==> config.mk <==
export PLATFORM = sky130hd
export DESIGN_NAME = ldf_framer
export DESIGN_NICKNAME = d
export VERILOG_FILES = /design/src/hw/ldf_pkg.sv /design/src/hw/ldf_framer.sv /design/src/hw/ldf_random_counter.sv
export SDC_FILE = /design/constraint.sdc
export NUM_CORES = 1
export LEC_CHECK = 0
export BUFFER_PORTS_ARGS = -buffer_cell sky130_fd_sc_hd__buf_2
export CORE_ASPECT_RATIO = 0.5
export CORE_MARGIN = 2
export CORE_UTILIZATION = 60
export DETAILED_ROUTE_END_ITERATION = 6
export HOLD_SLACK_MARGIN = 0.08
export PLACE_DENSITY = 0.84
export REMOVE_ABC_BUFFERS = 1
export SLEW_MARGIN = 25
export SYNTH_ARGS = -nofsm -noshare
export SYNTH_HDL_FRONTEND = slang
export SYNTH_SLANG_ARGS = --single-unit
==> constraint.sdc <==
create_clock -name i_clk -period 6.5 [get_ports i_clk]
set_clock_uncertainty 0.15 [all_clocks]
set_input_delay 1.3 -clock i_clk [delete_from_list [all_inputs] [get_ports i_clk]]
set_output_delay 1.3 -clock i_clk [all_outputs]
set_load 0.03 [all_outputs]
==> src/hw/ldf_pkg.sv <==
// package for the d-channel framer: field positions, reset values, counts, states
// assumes line inputs are synchronised to i_clk in the framer and plain-port control bits
package ldf_pkg;
  // match register reset values (fourth pair is the broadcast address)
  localparam logic [7:0] FIRST_MATCH_FOUR_RST = 8'hfe;
  localparam logic [7:0] SECOND_MATCH_FOUR_RST = 8'hff;
  localparam logic [7:0] MATCH_OTHER_RST = 8'h00;
  localparam logic [7:0] CR_IGNORE_MASK = 8'hfd;
  localparam logic [7:0] FULL_MASK = 8'hff;
  // bit positions inside the mode, init and mask bytes
  localparam int M1_PAIR_EN_LO = 4;
  localparam int M3_ADDR_IRQ_EN = 0;
  localparam int M4_FLAG_IDLE = 4;
  localparam int M4_BYTE_ONLY = 5;
  localparam int M4_CR_COMPARE = 6;
  localparam int M4_SECOND_ONLY = 7;
  localparam int INIT_RX_ABORT = 6;
  localparam int INIT_TX_ABORT = 7;
  localparam int ERR_ABORT_BIT = 0;
  // counts of ones and bits
  localparam logic [2:0] STUFF_ONES = 3'h5;
  localparam logic [2:0] FLAG_ONES = 3'h6;
  localparam logic [2:0] LAST_BIT = 3'h7;
  localparam logic [2:0] FIRST_BIT = 3'h0;
  // random counter value after reset
  localparam logic [15:0] RNG_RST = 16'h0000;
  // address length classes
  localparam logic [1:0] ALEN_NONE = 2'h0;
  localparam logic [1:0] ALEN_ONE = 2'h1;
  localparam logic [1:0] ALEN_TWO = 2'h2;
  localparam logic [1:0] ALEN_LONG = 2'h3;
  typedef enum logic [2:0] {
    RX_HUNT = 3'b001,
    RX_ADDR = 3'b010,
    RX_DATA = 3'b100
  } ldf_rx_state_t;
  typedef enum logic [3:0] {
    TX_IDLE = 4'b0001,
    TX_OPEN = 4'b0010,
    TX_DATA = 4'b0100,
    TX_CLOSE = 4'b1000
  } ldf_tx_state_t;
endpackage

==> src/hw/ldf_framer.sv <==
// d-channel link framer: flags, zero insertion/deletion, aborts, idle fill,
// address recognition and the pseudo-random counter
// assumes line strobes/bits come from another domain; control bits are on i_clk
`timescale 1ns/1ns
`default_nettype none
module ldf_framer (
  input wire logic i_clk,
  input wire logic i_rst,
  input wire logic i_rx_bit,
  input wire logic i_rx_strobe,
  input wire logic i_tx_strobe,
  output logic o_tx_bit,
  input wire logic [7:0] i_mode_reg_one,
  input wire logic [7:0] i_mode_reg_three,
  input wire logic [7:0] i_mode_reg_four,
  input wire logic [7:0] i_error_mask_reg,
  input wire logic [7:0] i_init_reg,
  input wire logic i_match_wr,
  input wire logic i_match_second,
  input wire logic [1:0] i_match_idx,
  input wire logic [7:0] i_match_data,
  input wire logic [7:0] i_tx_byte,
  input wire logic i_tx_valid,
  input wire logic i_tx_fcs,
  input wire logic i_tx_last,
  output logic o_tx_ready,
  output logic [7:0] o_rx_byte,
  output logic o_rx_valid,
  output logic o_rx_in_progress,
  output logic o_end_of_packet,
  output logic o_addr_event,
  output logic [1:0] o_addr_len,
  input wire logic i_last_byte_read,
  input wire logic i_error_read,
  output logic o_rx_abort_err,
  output logic o_err_irq,
  input wire logic i_status_read,
  output logic o_tx_abort_status,
  input wire logic i_rng_rd_lo,
  input wire logic i_rng_rd_hi,
  input wire logic i_rng_wr_lo,
  input wire logic i_rng_wr_hi,
  input wire logic [7:0] i_rng_wdata,
  output logic [15:0] o_rng_value,
  output logic o_rng_running
);
  // line input synchronisers: stage a feeds stage b only, c is for edges
  logic [2:0] sync_a_ff, sync_b_ff;
  logic rx_stb_c_ff, tx_stb_c_ff;
  always_ff @(posedge i_clk) begin
    if (i_rst) begin
      sync_a_ff <= 3'h0;
      sync_b_ff <= 3'h0;
      rx_stb_c_ff <= 1'b0;
      tx_stb_c_ff <= 1'b0;
    end else begin
      sync_a_ff <= {i_tx_strobe, i_rx_strobe, i_rx_bit};
      sync_b_ff <= sync_a_ff;
      rx_stb_c_ff <= sync_b_ff[1];
      tx_stb_c_ff <= sync_b_ff[2];
    end
  end
  wire logic rx_bit = sync_b_ff[0];
  wire logic rx_tick = sync_b_ff[1] & ~rx_stb_c_ff;
  wire logic tx_tick = sync_b_ff[2] & ~tx_stb_c_ff;

  // ---------------- receive ----------------
  ldf_pkg::ldf_rx_state_t rx_state_ff;
  logic [2:0] rx_ones_ff, rx_cnt_ff;
  logic [7:0] rx_sh_ff, first_ff;
  logic rx_have_first_ff, abort_pend_ff, err_abort_ff;
  logic [7:0] first_byte_match_reg_ff [4];
  logic [7:0] second_byte_match_reg_ff [4];
  logic [3:0] pair_hit;

  wire logic flag_evt = rx_tick & ~rx_bit & (rx_ones_ff == ldf_pkg::FLAG_ONES);
  wire logic seven_evt = rx_tick & rx_bit & (rx_ones_ff == ldf_pkg::FLAG_ONES);
  wire logic del_evt = rx_tick & ~rx_bit & (rx_ones_ff == ldf_pkg::STUFF_ONES);
  wire logic data_evt = rx_tick & ~flag_evt & ~seven_evt & ~del_evt;
  wire logic byte_done = data_evt & (rx_cnt_ff == ldf_pkg::LAST_BIT);
  wire logic [7:0] byte_in = {rx_bit, rx_sh_ff[7:1]};
  wire logic force_abort = i_init_reg[ldf_pkg::INIT_RX_ABORT];
  wire logic in_frame = rx_state_ff != ldf_pkg::RX_HUNT;
  wire logic abort_evt = (seven_evt | force_abort) & in_frame;
  wire logic recog_off = i_mode_reg_one[7:4] == 4'h0;
  wire logic accept = recog_off | (|pair_hit);
  wire logic addr_done = byte_done & (rx_state_ff == ldf_pkg::RX_ADDR) & rx_have_first_ff;

  // run of ones on the raw line, saturating at six
  always_ff @(posedge i_clk) begin
    if (i_rst) begin
      rx_ones_ff <= 3'h0;
    end else if (rx_tick) begin
      if (!rx_bit) begin
        rx_ones_ff <= 3'h0;
      end else if (rx_ones_ff != ldf_pkg::FLAG_ONES) begin
        rx_ones_ff <= rx_ones_ff + 3'h1;
      end
    end
  end

  // bit assembly lsb first; stuffed zeros skipped, flags realign
  always_ff @(posedge i_clk) begin
    if (i_rst) begin
      rx_sh_ff <= 8'h00;
      rx_cnt_ff <= ldf_pkg::FIRST_BIT;
    end else if (flag_evt) begin
      rx_cnt_ff <= ldf_pkg::FIRST_BIT;
    end else if (data_evt) begin
      rx_sh_ff <= byte_in;
      rx_cnt_ff <= rx_cnt_ff + 3'h1;
    end
  end

  // match registers, one pair per entry; fourth pair resets to broadcast
  for (genvar g = 0; g < 4; g++) begin : g_pair
    localparam logic [7:0] F_RST = (g == 3) ? ldf_pkg::FIRST_MATCH_FOUR_RST :
                                              ldf_pkg::MATCH_OTHER_RST;
    localparam logic [7:0] S_RST = (g == 3) ? ldf_pkg::SECOND_MATCH_FOUR_RST :
                                              ldf_pkg::MATCH_OTHER_RST;
    wire logic [7:0] f_mask = i_mode_reg_four[ldf_pkg::M4_CR_COMPARE] ?
                              ldf_pkg::FULL_MASK : ldf_pkg::CR_IGNORE_MASK;
    wire logic f_hit = ((first_ff ^ first_byte_match_reg_ff[g]) & f_mask) == 8'h00;
    wire logic s_hit = byte_in == second_byte_match_reg_ff[g];
    wire logic en = i_mode_reg_one[ldf_pkg::M1_PAIR_EN_LO + g];
    always_ff @(posedge i_clk) begin
      if (i_rst) begin
        first_byte_match_reg_ff[g] <= F_RST;
        second_byte_match_reg_ff[g] <= S_RST;
      end else if (i_match_wr && i_match_idx == 2'(g)) begin
        if (i_match_second) begin
          second_byte_match_reg_ff[g] <= i_match_data;
        end else begin
          first_byte_match_reg_ff[g] <= i_match_data;
        end
      end
    end
    // recognition type from mode four bits 5 and 7
    always_comb begin
      if (!i_mode_reg_four[ldf_pkg::M4_BYTE_ONLY]) begin
        pair_hit[g] = en & f_hit & s_hit;
      end else if (i_mode_reg_four[ldf_pkg::M4_SECOND_ONLY]) begin
        pair_hit[g] = en & s_hit;
      end else begin
        pair_hit[g] = en & f_hit;
      end
    end
  end

  // receive state: hunt, address, data
  always_ff @(posedge i_clk) begin
    if (i_rst) begin
      rx_state_ff <= ldf_pkg::RX_HUNT;
      rx_have_first_ff <= 1'b0;
      first_ff <= 8'h00;
    end else if (abort_evt || (force_abort && !in_frame)) begin
      rx_state_ff <= ldf_pkg::RX_HUNT;
      rx_have_first_ff <= 1'b0;
    end else begin
      unique case (rx_state_ff)
        ldf_pkg::RX_HUNT: begin
          if (flag_evt) begin
            rx_state_ff <= ldf_pkg::RX_ADDR;
          end
        end
        ldf_pkg::RX_ADDR: begin
          if (flag_evt) begin
            rx_have_first_ff <= 1'b0;
          end else if (byte_done && !rx_have_first_ff) begin
            first_ff <= byte_in;
            rx_have_first_ff <= 1'b1;
          end else if (addr_done) begin
            rx_state_ff <= accept ? ldf_pkg::RX_DATA : ldf_pkg::RX_HUNT;
            rx_have_first_ff <= 1'b0;
          end
        end
        ldf_pkg::RX_DATA: begin
          if (flag_evt) begin
            rx_state_ff <= ldf_pkg::RX_ADDR;
          end
        end
      endcase
    end
  end

  // packet status and received bytes
  always_ff @(posedge i_clk) begin
    if (i_rst) begin
      o_rx_in_progress <= 1'b0;
      o_end_of_packet <= 1'b0;
      o_rx_valid <= 1'b0;
      o_rx_byte <= 8'h00;
      o_addr_event <= 1'b0;
      o_addr_len <= ldf_pkg::ALEN_NONE;
    end else begin
      o_end_of_packet <= o_rx_in_progress && (abort_evt || flag_evt);
      o_rx_valid <= byte_done && rx_state_ff == ldf_pkg::RX_DATA && !abort_evt;
      o_addr_event <= addr_done && !abort_evt && accept &&
                      i_mode_reg_three[ldf_pkg::M3_ADDR_IRQ_EN];
      if (byte_done) begin
        o_rx_byte <= byte_in;
      end
      if (addr_done && !abort_evt) begin
        o_addr_len <= first_ff[0] ? ldf_pkg::ALEN_ONE :
                      (byte_in[0] ? ldf_pkg::ALEN_TWO : ldf_pkg::ALEN_LONG);
      end
      // in-progress clears on an abort, a rejected address or a closing flag; end of packet also pulses on an abort
      if (abort_evt || (addr_done && !accept)) begin
        o_rx_in_progress <= 1'b0;
      end else if (flag_evt && rx_state_ff != ldf_pkg::RX_HUNT) begin
        o_rx_in_progress <= 1'b0;
      end else if (byte_done && rx_state_ff == ldf_pkg::RX_ADDR) begin
        o_rx_in_progress <= 1'b1;
      end
    end
  end

  // abort error: pending until the packet's last byte is read; set wins
  always_ff @(posedge i_clk) begin
    if (i_rst) begin
      abort_pend_ff <= 1'b0;
      err_abort_ff <= 1'b0;
      o_err_irq <= 1'b0;
    end else begin
      if (abort_evt && o_rx_in_progress) begin
        abort_pend_ff <= 1'b1;
      end else if (i_last_byte_read) begin
        abort_pend_ff <= 1'b0;
      end
      if (i_last_byte_read && abort_pend_ff) begin
        err_abort_ff <= 1'b1;
      end else if (i_error_read) begin
        err_abort_ff <= 1'b0;
      end
      o_err_irq <= (err_abort_ff || (i_last_byte_read && abort_pend_ff)) &&
                   i_error_mask_reg[ldf_pkg::ERR_ABORT_BIT];
    end
  end
  assign o_rx_abort_err = err_abort_ff;

  // ---------------- transmit ----------------
  ldf_pkg::ldf_tx_state_t tx_state_ff;
  logic [2:0] tx_fcnt_ff, tx_bcnt_ff, tx_ones_ff, tx_abcnt_ff;
  logic [7:0] tx_sh_ff;
  logic tx_fcs_ff, tx_last_ff;
  wire logic tx_abort = i_init_reg[ldf_pkg::INIT_TX_ABORT];
  wire logic flag_idle = i_mode_reg_four[ldf_pkg::M4_FLAG_IDLE];
  wire logic flag_bit = (tx_fcnt_ff != ldf_pkg::FIRST_BIT) && (tx_fcnt_ff != ldf_pkg::LAST_BIT);
  wire logic tx_stuff = tx_ones_ff == ldf_pkg::STUFF_ONES;
  wire logic data_bit = tx_fcs_ff ? tx_sh_ff[ldf_pkg::LAST_BIT - tx_bcnt_ff] :
                                    tx_sh_ff[tx_bcnt_ff];
  wire logic tx_start = !flag_idle || tx_fcnt_ff == ldf_pkg::FIRST_BIT;

  // transmit sequencer, advanced once per line bit request
  always_ff @(posedge i_clk) begin
    if (i_rst) begin
      tx_state_ff <= ldf_pkg::TX_IDLE;
      tx_fcnt_ff <= ldf_pkg::FIRST_BIT;
      tx_bcnt_ff <= ldf_pkg::FIRST_BIT;
      tx_ones_ff <= 3'h0;
      tx_abcnt_ff <= ldf_pkg::FIRST_BIT;
      tx_sh_ff <= 8'h00;
      tx_fcs_ff <= 1'b0;
      tx_last_ff <= 1'b0;
      o_tx_bit <= 1'b1;
      o_tx_ready <= 1'b0;
      o_tx_abort_status <= 1'b0;
    end else begin
      o_tx_ready <= 1'b0;
      if (tx_tick && tx_abort && tx_abcnt_ff == ldf_pkg::LAST_BIT) begin
        o_tx_abort_status <= 1'b1;
      end else if (i_status_read) begin
        o_tx_abort_status <= 1'b0;
      end
      if (!tx_abort) begin
        tx_abcnt_ff <= ldf_pkg::FIRST_BIT;
      end
      if (tx_tick && tx_abort) begin
        // seven ones then a zero, repeated; frame dropped
        o_tx_bit <= tx_abcnt_ff != ldf_pkg::LAST_BIT;
        tx_abcnt_ff <= tx_abcnt_ff + 3'h1;
        tx_state_ff <= ldf_pkg::TX_IDLE;
        tx_fcnt_ff <= ldf_pkg::FIRST_BIT;
      end else if (tx_tick) begin
        unique case (tx_state_ff)
          ldf_pkg::TX_IDLE: begin
            if (i_tx_valid && tx_start) begin
              tx_state_ff <= ldf_pkg::TX_OPEN;
              o_tx_bit <= 1'b0;
              tx_fcnt_ff <= 3'h1;
            end else begin
              o_tx_bit <= flag_idle ? flag_bit : 1'b1;
              tx_fcnt_ff <= flag_idle ? tx_fcnt_ff + 3'h1 : ldf_pkg::FIRST_BIT;
            end
          end
          ldf_pkg::TX_OPEN: begin
            o_tx_bit <= flag_bit;
            tx_fcnt_ff <= tx_fcnt_ff + 3'h1;
            if (tx_fcnt_ff == ldf_pkg::LAST_BIT) begin
              tx_ones_ff <= 3'h0;
              tx_bcnt_ff <= ldf_pkg::FIRST_BIT;
              if (i_tx_valid) begin
                tx_state_ff <= ldf_pkg::TX_DATA;
                tx_sh_ff <= i_tx_byte;
                tx_fcs_ff <= i_tx_fcs;
                tx_last_ff <= i_tx_last;
                o_tx_ready <= 1'b1;
              end else begin
                tx_state_ff <= ldf_pkg::TX_IDLE;
              end
            end
          end
          ldf_pkg::TX_DATA: begin
            if (tx_stuff) begin
              o_tx_bit <= 1'b0;
              tx_ones_ff <= 3'h0;
            end else begin
              o_tx_bit <= data_bit;
              tx_ones_ff <= data_bit ? tx_ones_ff + 3'h1 : 3'h0;
              tx_bcnt_ff <= tx_bcnt_ff + 3'h1;
              if (tx_bcnt_ff == ldf_pkg::LAST_BIT) begin
                if (!tx_last_ff && i_tx_valid) begin
                  tx_sh_ff <= i_tx_byte;
                  tx_fcs_ff <= i_tx_fcs;
                  tx_last_ff <= i_tx_last;
                  o_tx_ready <= 1'b1;
                end else begin
                  tx_state_ff <= ldf_pkg::TX_CLOSE;
                  tx_fcnt_ff <= ldf_pkg::FIRST_BIT;
                end
              end
            end
          end
          ldf_pkg::TX_CLOSE: begin
            if (tx_stuff) begin
              o_tx_bit <= 1'b0;
              tx_ones_ff <= 3'h0;
            end else begin
              o_tx_bit <= flag_bit;
              tx_fcnt_ff <= tx_fcnt_ff + 3'h1;
              if (tx_fcnt_ff == ldf_pkg::LAST_BIT) begin
                tx_state_ff <= ldf_pkg::TX_IDLE;
              end
            end
          end
        endcase
      end
    end
  end

  ldf_random_counter u_rng (
    .i_clk(i_clk),
    .i_rst(i_rst),
    .i_rd_lo(i_rng_rd_lo),
    .i_rd_hi(i_rng_rd_hi),
    .i_wr_lo(i_rng_wr_lo),
    .i_wr_hi(i_rng_wr_hi),
    .i_wdata(i_rng_wdata),
    .o_value(o_rng_value),
    .o_running(o_rng_running)
  );

  a_abort_eop: assert property (@(posedge i_clk) disable iff (i_rst)
    seven_evt && o_rx_in_progress |=> o_end_of_packet && !o_rx_in_progress)
    else $error("seven ones did not end the packet");
  a_abort_err_set: assert property (@(posedge i_clk) disable iff (i_rst)
    i_last_byte_read && abort_pend_ff |=> o_rx_abort_err ##1
    (o_err_irq == i_error_mask_reg[0] || $past(i_error_read)))
    else $error("abort error not raised on last byte read");
  a_force_abort: assert property (@(posedge i_clk) disable iff (i_rst)
    force_abort |=> rx_state_ff == ldf_pkg::RX_HUNT && !o_rx_in_progress)
    else $error("forced receive abort ignored");
  a_tx_abort_seq: assert property (@(posedge i_clk) disable iff (i_rst)
    tx_tick && tx_abort && tx_abcnt_ff == ldf_pkg::LAST_BIT |=>
    !o_tx_bit && o_tx_abort_status)
    else $error("abort sequence did not end in zero with status");
  a_stuff_zero: assert property (@(posedge i_clk) disable iff (i_rst)
    tx_tick && !tx_abort && tx_stuff && tx_state_ff == ldf_pkg::TX_DATA |=>
    !o_tx_bit && tx_ones_ff == 3'h0)
    else $error("no zero after five ones");
  a_mark_idle: assert property (@(posedge i_clk) disable iff (i_rst)
    tx_tick && !tx_abort && tx_state_ff == ldf_pkg::TX_IDLE && !flag_idle && !i_tx_valid
    |=> o_tx_bit)
    else $error("mark idle fill not ones");
  a_destuff: assert property (@(posedge i_clk) disable iff (i_rst)
    del_evt |=> $stable(rx_cnt_ff) && $stable(rx_sh_ff))
    else $error("stuffed zero was kept");
  a_open_addr: assert property (@(posedge i_clk) disable iff (i_rst)
    addr_done && !abort_evt && recog_off && i_mode_reg_three[0] |=>
    o_addr_event && rx_state_ff == ldf_pkg::RX_DATA)
    else $error("all addresses not accepted");
  a_reject_addr: assert property (@(posedge i_clk) disable iff (i_rst)
    addr_done && !abort_evt && !accept |=>
    rx_state_ff == ldf_pkg::RX_HUNT && !o_addr_event && !o_rx_in_progress)
    else $error("unmatched packet not discarded");
endmodule // ldf_framer
`default_nettype wire

==> src/hw/ldf_random_counter.sv <==
// 16-bit pseudo-random counter with byte-wise processor access
// assumes read and write strobes are one-cycle pulses on i_clk
`timescale 1ns/1ns
`default_nettype none
module ldf_random_counter (
  input wire logic i_clk,
  input wire logic i_rst,
  input wire logic i_rd_lo,
  input wire logic i_rd_hi,
  input wire logic i_wr_lo,
  input wire logic i_wr_hi,
  input wire logic [7:0] i_wdata,
  output logic [15:0] o_value,
  output logic o_running
);
  logic [15:0] cnt_ff;
  logic run_ff;

  // run control: reset clears and starts, accesses halt, low write restarts
  always_ff @(posedge i_clk) begin
    if (i_rst) begin
      run_ff <= 1'b1;
    end else if (i_wr_lo) begin
      run_ff <= 1'b1;
    end else if (i_rd_lo || i_rd_hi || i_wr_hi) begin
      run_ff <= 1'b0;
    end
  end

  // counter value and byte loads
  always_ff @(posedge i_clk) begin
    if (i_rst) begin
      cnt_ff <= ldf_pkg::RNG_RST;
    end else if (i_wr_lo) begin
      cnt_ff <= {cnt_ff[15:8], i_wdata};
    end else if (i_wr_hi) begin
      cnt_ff <= {i_wdata, cnt_ff[7:0]};
    end else if (run_ff && !i_rd_lo && !i_rd_hi) begin
      cnt_ff <= cnt_ff + 16'h0001;
    end
  end

  assign o_value = cnt_ff;
  assign o_running = run_ff;

  a_rng_halts: assert property (@(posedge i_clk) disable iff (i_rst)
    (i_rd_lo || i_rd_hi) && !i_wr_lo && !i_wr_hi ##1 !i_wr_lo && !i_wr_hi |=>
    $stable(o_value))
    else $error("counter moved after a read");
  a_rng_restart: assert property (@(posedge i_clk) disable iff (i_rst)
    i_wr_lo ##1 (!i_rd_lo && !i_rd_hi && !i_wr_lo && !i_wr_hi) |=>
    o_value == $past(o_value) + 16'h0001)
    else $error("counter not running after low byte write");
  a_rng_hi_hold: assert property (@(posedge i_clk) disable iff (i_rst)
    i_wr_hi && !i_wr_lo |=> !o_running && o_value[15:8] == $past(i_wdata))
    else $error("high byte write did not load and halt");
endmodule // ldf_random_counter
`default_nettype wire

### Word-level counts from Yosys, hierarchy flattened

Memories as Yosys holds them, arrays and structs flattened.
Cells that the tools add are included.

| word-level totals | value |
|---|---|
| register bits after elaboration | 97 |
| RAM bits | 64 |
| input port bits | 83 |
| output and inout bits | 36 |
| word-level logic and storage cells | 346 |
| memories | 2 |

| cells by class | value |
|---|---|
| $add $sub $neg | 8 |
| $lt $le $gt $ge | 2 |
| eq/ne operators | 42 |
| mux-type cells | 128 |
| bitwise gates (word level) | 54 |
| reductions and logical operators | 77 |

Memory list:

| memory | depth | width | read ports | clocked after memory_dff | write ports | RTL line | text |
|---|---|---|---|---|---|---|---|
| first_byte_match_reg_ff | 4 | 8 | 4 | 0 | 4 | ldf_framer.sv:72 | `logic [7:0] first_byte_match_reg_ff [4];` |
| second_byte_match_reg_ff | 4 | 8 | 4 | 0 | 4 | ldf_framer.sv:73 | `logic [7:0] second_byte_match_reg_ff [4];` |

Operators by type and width:

| cell | number |
|---|---|
| $mux W8 | 14 |
| $mux W1 | 70 |
| $mux W3 | 21 |
| $and A8 B8 Y8 | 4 |
| $eq A8 B8 Y1 | 4 |
| $logic_not A8 Y1 | 4 |
| $mux W16 | 2 |
| $xor A8 B8 Y8 | 4 |
| $mux W4 | 7 |
| $ne A2 B2 Y1 const B | 14 |
| $and A1 B1 Y1 | 26 |
| $logic_and A1 B1 Y1 | 25 |
| $eq A3 B3 Y1 const B | 8 |
| $add A3 B1 Y3 const B | 6 |
| $add A16 B1 Y16 const B | 1 |
| $pmux W4 S4 | 1 |
| $pmux W8 S2 | 1 |
| $reduce_and A8 Y1 | 2 |
| $reduce_and A5 Y1 | 3 |
| $reduce_bool A2 Y1 | 7 |
| $pmux W3 S2 | 2 |
| $pmux W3 S4 | 1 |
| $not A1 Y1 | 10 |
| $or A1 B1 Y1 | 10 |
| other kinds (29) | 64 |

### Logic depth before layout (Yosys ltp)

| logic depth | value |
|---|---|
| depth after elaboration | 15 |
| depth in mapped cells | 9 |
| depth with buffers taken out | 9 |

### Hierarchy

A second synthesis with hierarchy kept.

| unflattened totals | value |
|---|---|
| cells, all modules | 778 |
| area total of the unflattened synthesis | 7,877.6 um^2 |

By module, submodules not included:

| module | times used | cells an instance | area an instance (um^2) | sequential area each (um^2) |
|---|---|---|---|---|
| ldf_framer | 1 | 645 | 6,804.0 | 3,503.4 |
| ldf_random_counter | 1 | 133 | 1,073.5 | 340.3 |

### Worst setup path after synthesis

No wires, ideal clock.

| path | value |
|---|---|
| path type | input -> register |
| from | in i_rst |
| to | mem first_byte_match_reg_ff[2][0] (enable) |
| setup time | 0.375 ns |
| data arrival time | 2.377 ns |
| path slack | 3.599 ns |
| cell stages on the path | 4 |
| buffers on the path | 3 |
| path through | clkbuf_1 > clkbuf_1 > clkbuf_1 > o21bai_1 |

RTL lines:

| what | RTL line | text |
|---|---|---|
| start, declared | ldf_framer.sv:8 | `input wire logic i_rst,` |
| end, declared | ldf_framer.sv:72 |  |

### Final worst setup path

| path | value |
|---|---|
| from | reg sync_b_ff[0] |
| to | reg first_ff[7] |

| on the way | value |
|---|---|
| longest elaborated chain between the ends | 10 |
| elaborated cells on any way between the ends | 19 |

Ends and longest elaborated chain:

| what | RTL line | text |
|---|---|---|
| start, declared | ldf_framer.sv:48 | `logic [2:0] sync_a_ff, sync_b_ff;` |
| start signal, assigned | ldf_framer.sv:58 | `sync_b_ff <= sync_a_ff;` |
| $not A1 Y1 | ldf_framer.sv:76, ldf_framer.sv:78 |  |
| $and A1 B1 Y1 | ldf_framer.sv:76, ldf_framer.sv:78 |  |
| $and A1 B1 Y1 | ldf_framer.sv:76 | `wire logic flag_evt = rx_tick & ~rx_bit & (rx_ones_ff == ldf_pkg::FLAG_ONES);` |
| $not A1 Y1 (no line) | n/a |  |
| $and A1 B1 Y1 (3 in series) | ldf_framer.sv:79 | `wire logic data_evt = rx_tick & ~flag_evt & ~seven_evt & ~del_evt;` |
| $and A1 B1 Y1 | ldf_framer.sv:80 | `wire logic byte_done = data_evt & (rx_cnt_ff == ldf_pkg::LAST_BIT);` |
| $logic_and A1 B1 Y1 | ldf_framer.sv:169 | `end else if (byte_done && !rx_have_first_ff) begin` |
| $reduce_and A4 Y1 (no line) | n/a |  |
| end signal, assigned | ldf_framer.sv:170 | `first_ff <= byte_in;` |
| end, declared | ldf_framer.sv:70 | `logic [7:0] rx_sh_ff, first_ff;` |

Several ways; a longest one is shown, not always the timed one.
A chain may end at the register's enable or synchronous reset.

==> metrics.csv <==
metric,value,unit
cts_tree,built,
max-slew-margin-rel,38.1,%
grt_usage,25.0,%
cts_root_buf,clkbuf_16,
rsz0062_at_grt,no,
max-cap-violations,0,
avgSynthCellArea,9.93,µm²
drtIter0Drc,465,
crit_fanout,15,
status,"complete, no violations",
nets,952,
firstDrtPassIters,7,
synth_area_leader_cell,dfxtp_1,
worstSetupStartpoint,sync_b_ff[0],
antenna_found_initial,0,
row_count,29,
clock.fmax,324,MHz
grt_max_degree,73,
htreeDepth,4,
dp_hpwl,11600,µm
ys_seq_elements,160,
cp.required,6620,ps
clock_latency,420,ps
layout_min_cycle_time,3090,ps
first_global_vias,5645,
tns,0,ps
switchingPower,0.523,mW
grt_overflow,0,
ys_warn_count,0,
seqPwrFrac,48.9,%
drv_slew,0,
avgViaCountPerCell,5.70,
finalCritPeriodShare,47.5,%
slowest_stage,dfxtp_1,
wl_met2,8120,µm
hold_buffers,0,
dr_wl_met3,1040,µm
ys_seq_area_share,49.3,%
synthFlopType,dfxtp_1,
design.core.area,12700,µm²
power_density,254,nW/µm²
syn_area,7790,µm²
io_pins,119,
numClockSinks,160,
worst_setup_path_start_kind,flop,
postRouteAntennaNets,0,
rr_startpoint,sync_b_ff[0],
cp_num_buf_inv,0,
wl_per_cell,16.2,µm
synth_cell_types,62,
post_cts_buffers,0,
numCtsBuffers,17,
die_w,165,µm
synth_edf_count,64,
die_h,84.6,µm
slowest_delay,800,ps
async_flop_share,0,%
initial_core_util,61.5,%
vias,5910,
grt_pass1_wl,27400,µm
ir_drop,173,µV
portBuffers,90,
worst_pin_slew,925,ps
clk_path_buf_depth,2,
critPathTopFamily,simple AND/OR/NAND/NOR gates,
switching_share,23.1,%
cts-resized-gates,0,
drc_errors,0,
netlist_instances,785,
internal_power,1.74,mW
routed.top_layer,met4,
pwr-share-clk,44.5,%
synthDominantCellAreaShare,24.7,%
finalSetupViolations,0,
antenna_cells,0,
gp_congestion,0.867,
crit_path_cell_trace,nor2b_2 -> o21a_4 -> nor3b_4 -> nand2_2 -> nor4_4 -> mux2i_1 -> nor2_1,
crit_arrival,3210,ps
die_area,14000,µm²
synth.area.top_cells,"dfxtp_1 (25%), edfxtp_1 (25%), xnor2_1 (4.7%)",
clkSlewWorstSetupHoldPaths,60,ps
drive_gt1_share,16.4,%
path_class,flop to flop,
min-delay-start,sync_a_ff[2],
wl_met1,7460,µm
fillCellCount,890,
comb_power_share,6.6,%
hp-class,flop to flop,
fin_ws,3410,ps
final_util,70.2,%
syn2layout_area_growth,14.1,%
pre_cts_ws,3010,ps
leakage,3.34,nW
hold_viol_final,0,
end_kind,flop,
totalWireLength,16800,µm
-- kinds of logic after synthesis --
family,after synthesis,synth area share (%)
simple gates,321,21.8
flops,160,49.3
compound gates,126,10.2
xor+xnor,76,8.54
buf+inv,56,2.97
mux,31,4.78
fa+ha+maj,15,2.41
-- cell usage after synthesis (4+ instances only) --
cell,instances
a211oi_1,12
nor2_1,79
ha_1,15
nand3b_1,5
edfxtp_1,64
xor2_1,34
or2_1,4
nand3_1,14
clkbuf_1,30
mux4_2,5
a21o_1,4
xnor2_1,42
mux2i_1,26
nor3_1,19
o21ai_1,11
buf_2,8
o21ai_0,6
nand4_1,16
nand2_1,63
and2_1,49
o21bai_1,7
dfxtp_1,96
nor2b_1,14
inv_1,11
nand2b_1,14
nor3b_1,6
a21oi_1,53
or3_1,21
and3_1,4
a22oi_1,4
-- power groups by stage --
stage,logic [mW],registers (mW),clock network [mW]
floorplan,0.0748,1.13,0
global placement,0.143,1.12,0
detailed placement,0.147,1.13,0
global route,0.163,1.11,1.06
CTS,0.149,1.10,1.02
finish,0.150,1.10,1.01
-- per-stage QoR --
stage	cell area (µm²)	hold slack [ps]	power, mW	std cells
4_1_cts	8890	295	2.27	1037
2_1_floorplan	7610	264	1.21	743
6_report	8890	290	2.26	1037
3_3_place_gp	8290	274	1.27	1005
3_5_place_dp	8290	276	1.27	1005
5_1_grt	8890	310	2.33	1037
-- routing by layer --
layer	up-vias	track usage, %
met4	0	6.48
met2	192	42.6
met3	21	5.58
li1	2897	-
met1	2800	32.6
met5	-	0
-- cell type report --
| cell class | instances | area (µm²) | area share (%) |
|---|---|---|---|
| inverters | 14 | 52.6 | 0.591 |
| flip-flops and latches | 160 | 3840 | 43.2 |
| clock buffers | 20 | 468 | 5.26 |
| well taps | 170 | 213 | 2.39 |
| repair buffers | 92 | 465 | 5.24 |
| multi-input cells | 569 | 3720 | 41.8 |
| clock inverters | 12 | 130 | 1.46 |
-- path summary, 6_finish.rpt --
| kind | end | slack [ps] | depth (start not counted) |
|---|---|---|---|
| worst min register to register | sync_b_ff[2] | 290 | 1 |
| worst max register to register | first_ff[7] | 3410 | 7 |
| worst min-delay path | sync_b_ff[2] | 290 | 1 |
| worst max-delay path | first_ff[7] | 3410 | 7 |
-- registers in the layout, summed over array words and instances (netlist names), 2 cells and up --
register	flops
first_byte_match_reg_ff	32
second_byte_match_reg_ff	32
u_rng.o_value	16
first_ff	8
o_rx_byte	8
tx_sh_ff	8
rx_sh_ff	7
tx_state_ff	4
rx_cnt_ff	3
rx_ones_ff	3
rx_state_ff	3
sync_a_ff	3
sync_b_ff	3
tx_abcnt_ff	3
tx_bcnt_ff	3
tx_fcnt_ff	3
tx_ones_ff	3
o_addr_len	2
-- cells in the final DEF, fill, tap and decap left out, types with 6 or more instances in the layout --
cell type and instances:
xnor2_1 42, nor2_1 79, nor3_1 19, nor2b_1 14
nand2b_1 14, edfxtp_1 64, nand4_1 16, o21bai_1 7
nand2_1 63, buf_2 90, o21ai_0 6, xor2_1 34
and2_1 49, nand3_1 14, ha_1 15, o21ai_1 11
a211oi_1 12, clkbuf_16 18, mux2i_1 26, a21oi_1 53
or3_1 21, nor3b_1 6, dfxtp_1 96, inv_1 11
(Power assumes the default switching activity.)
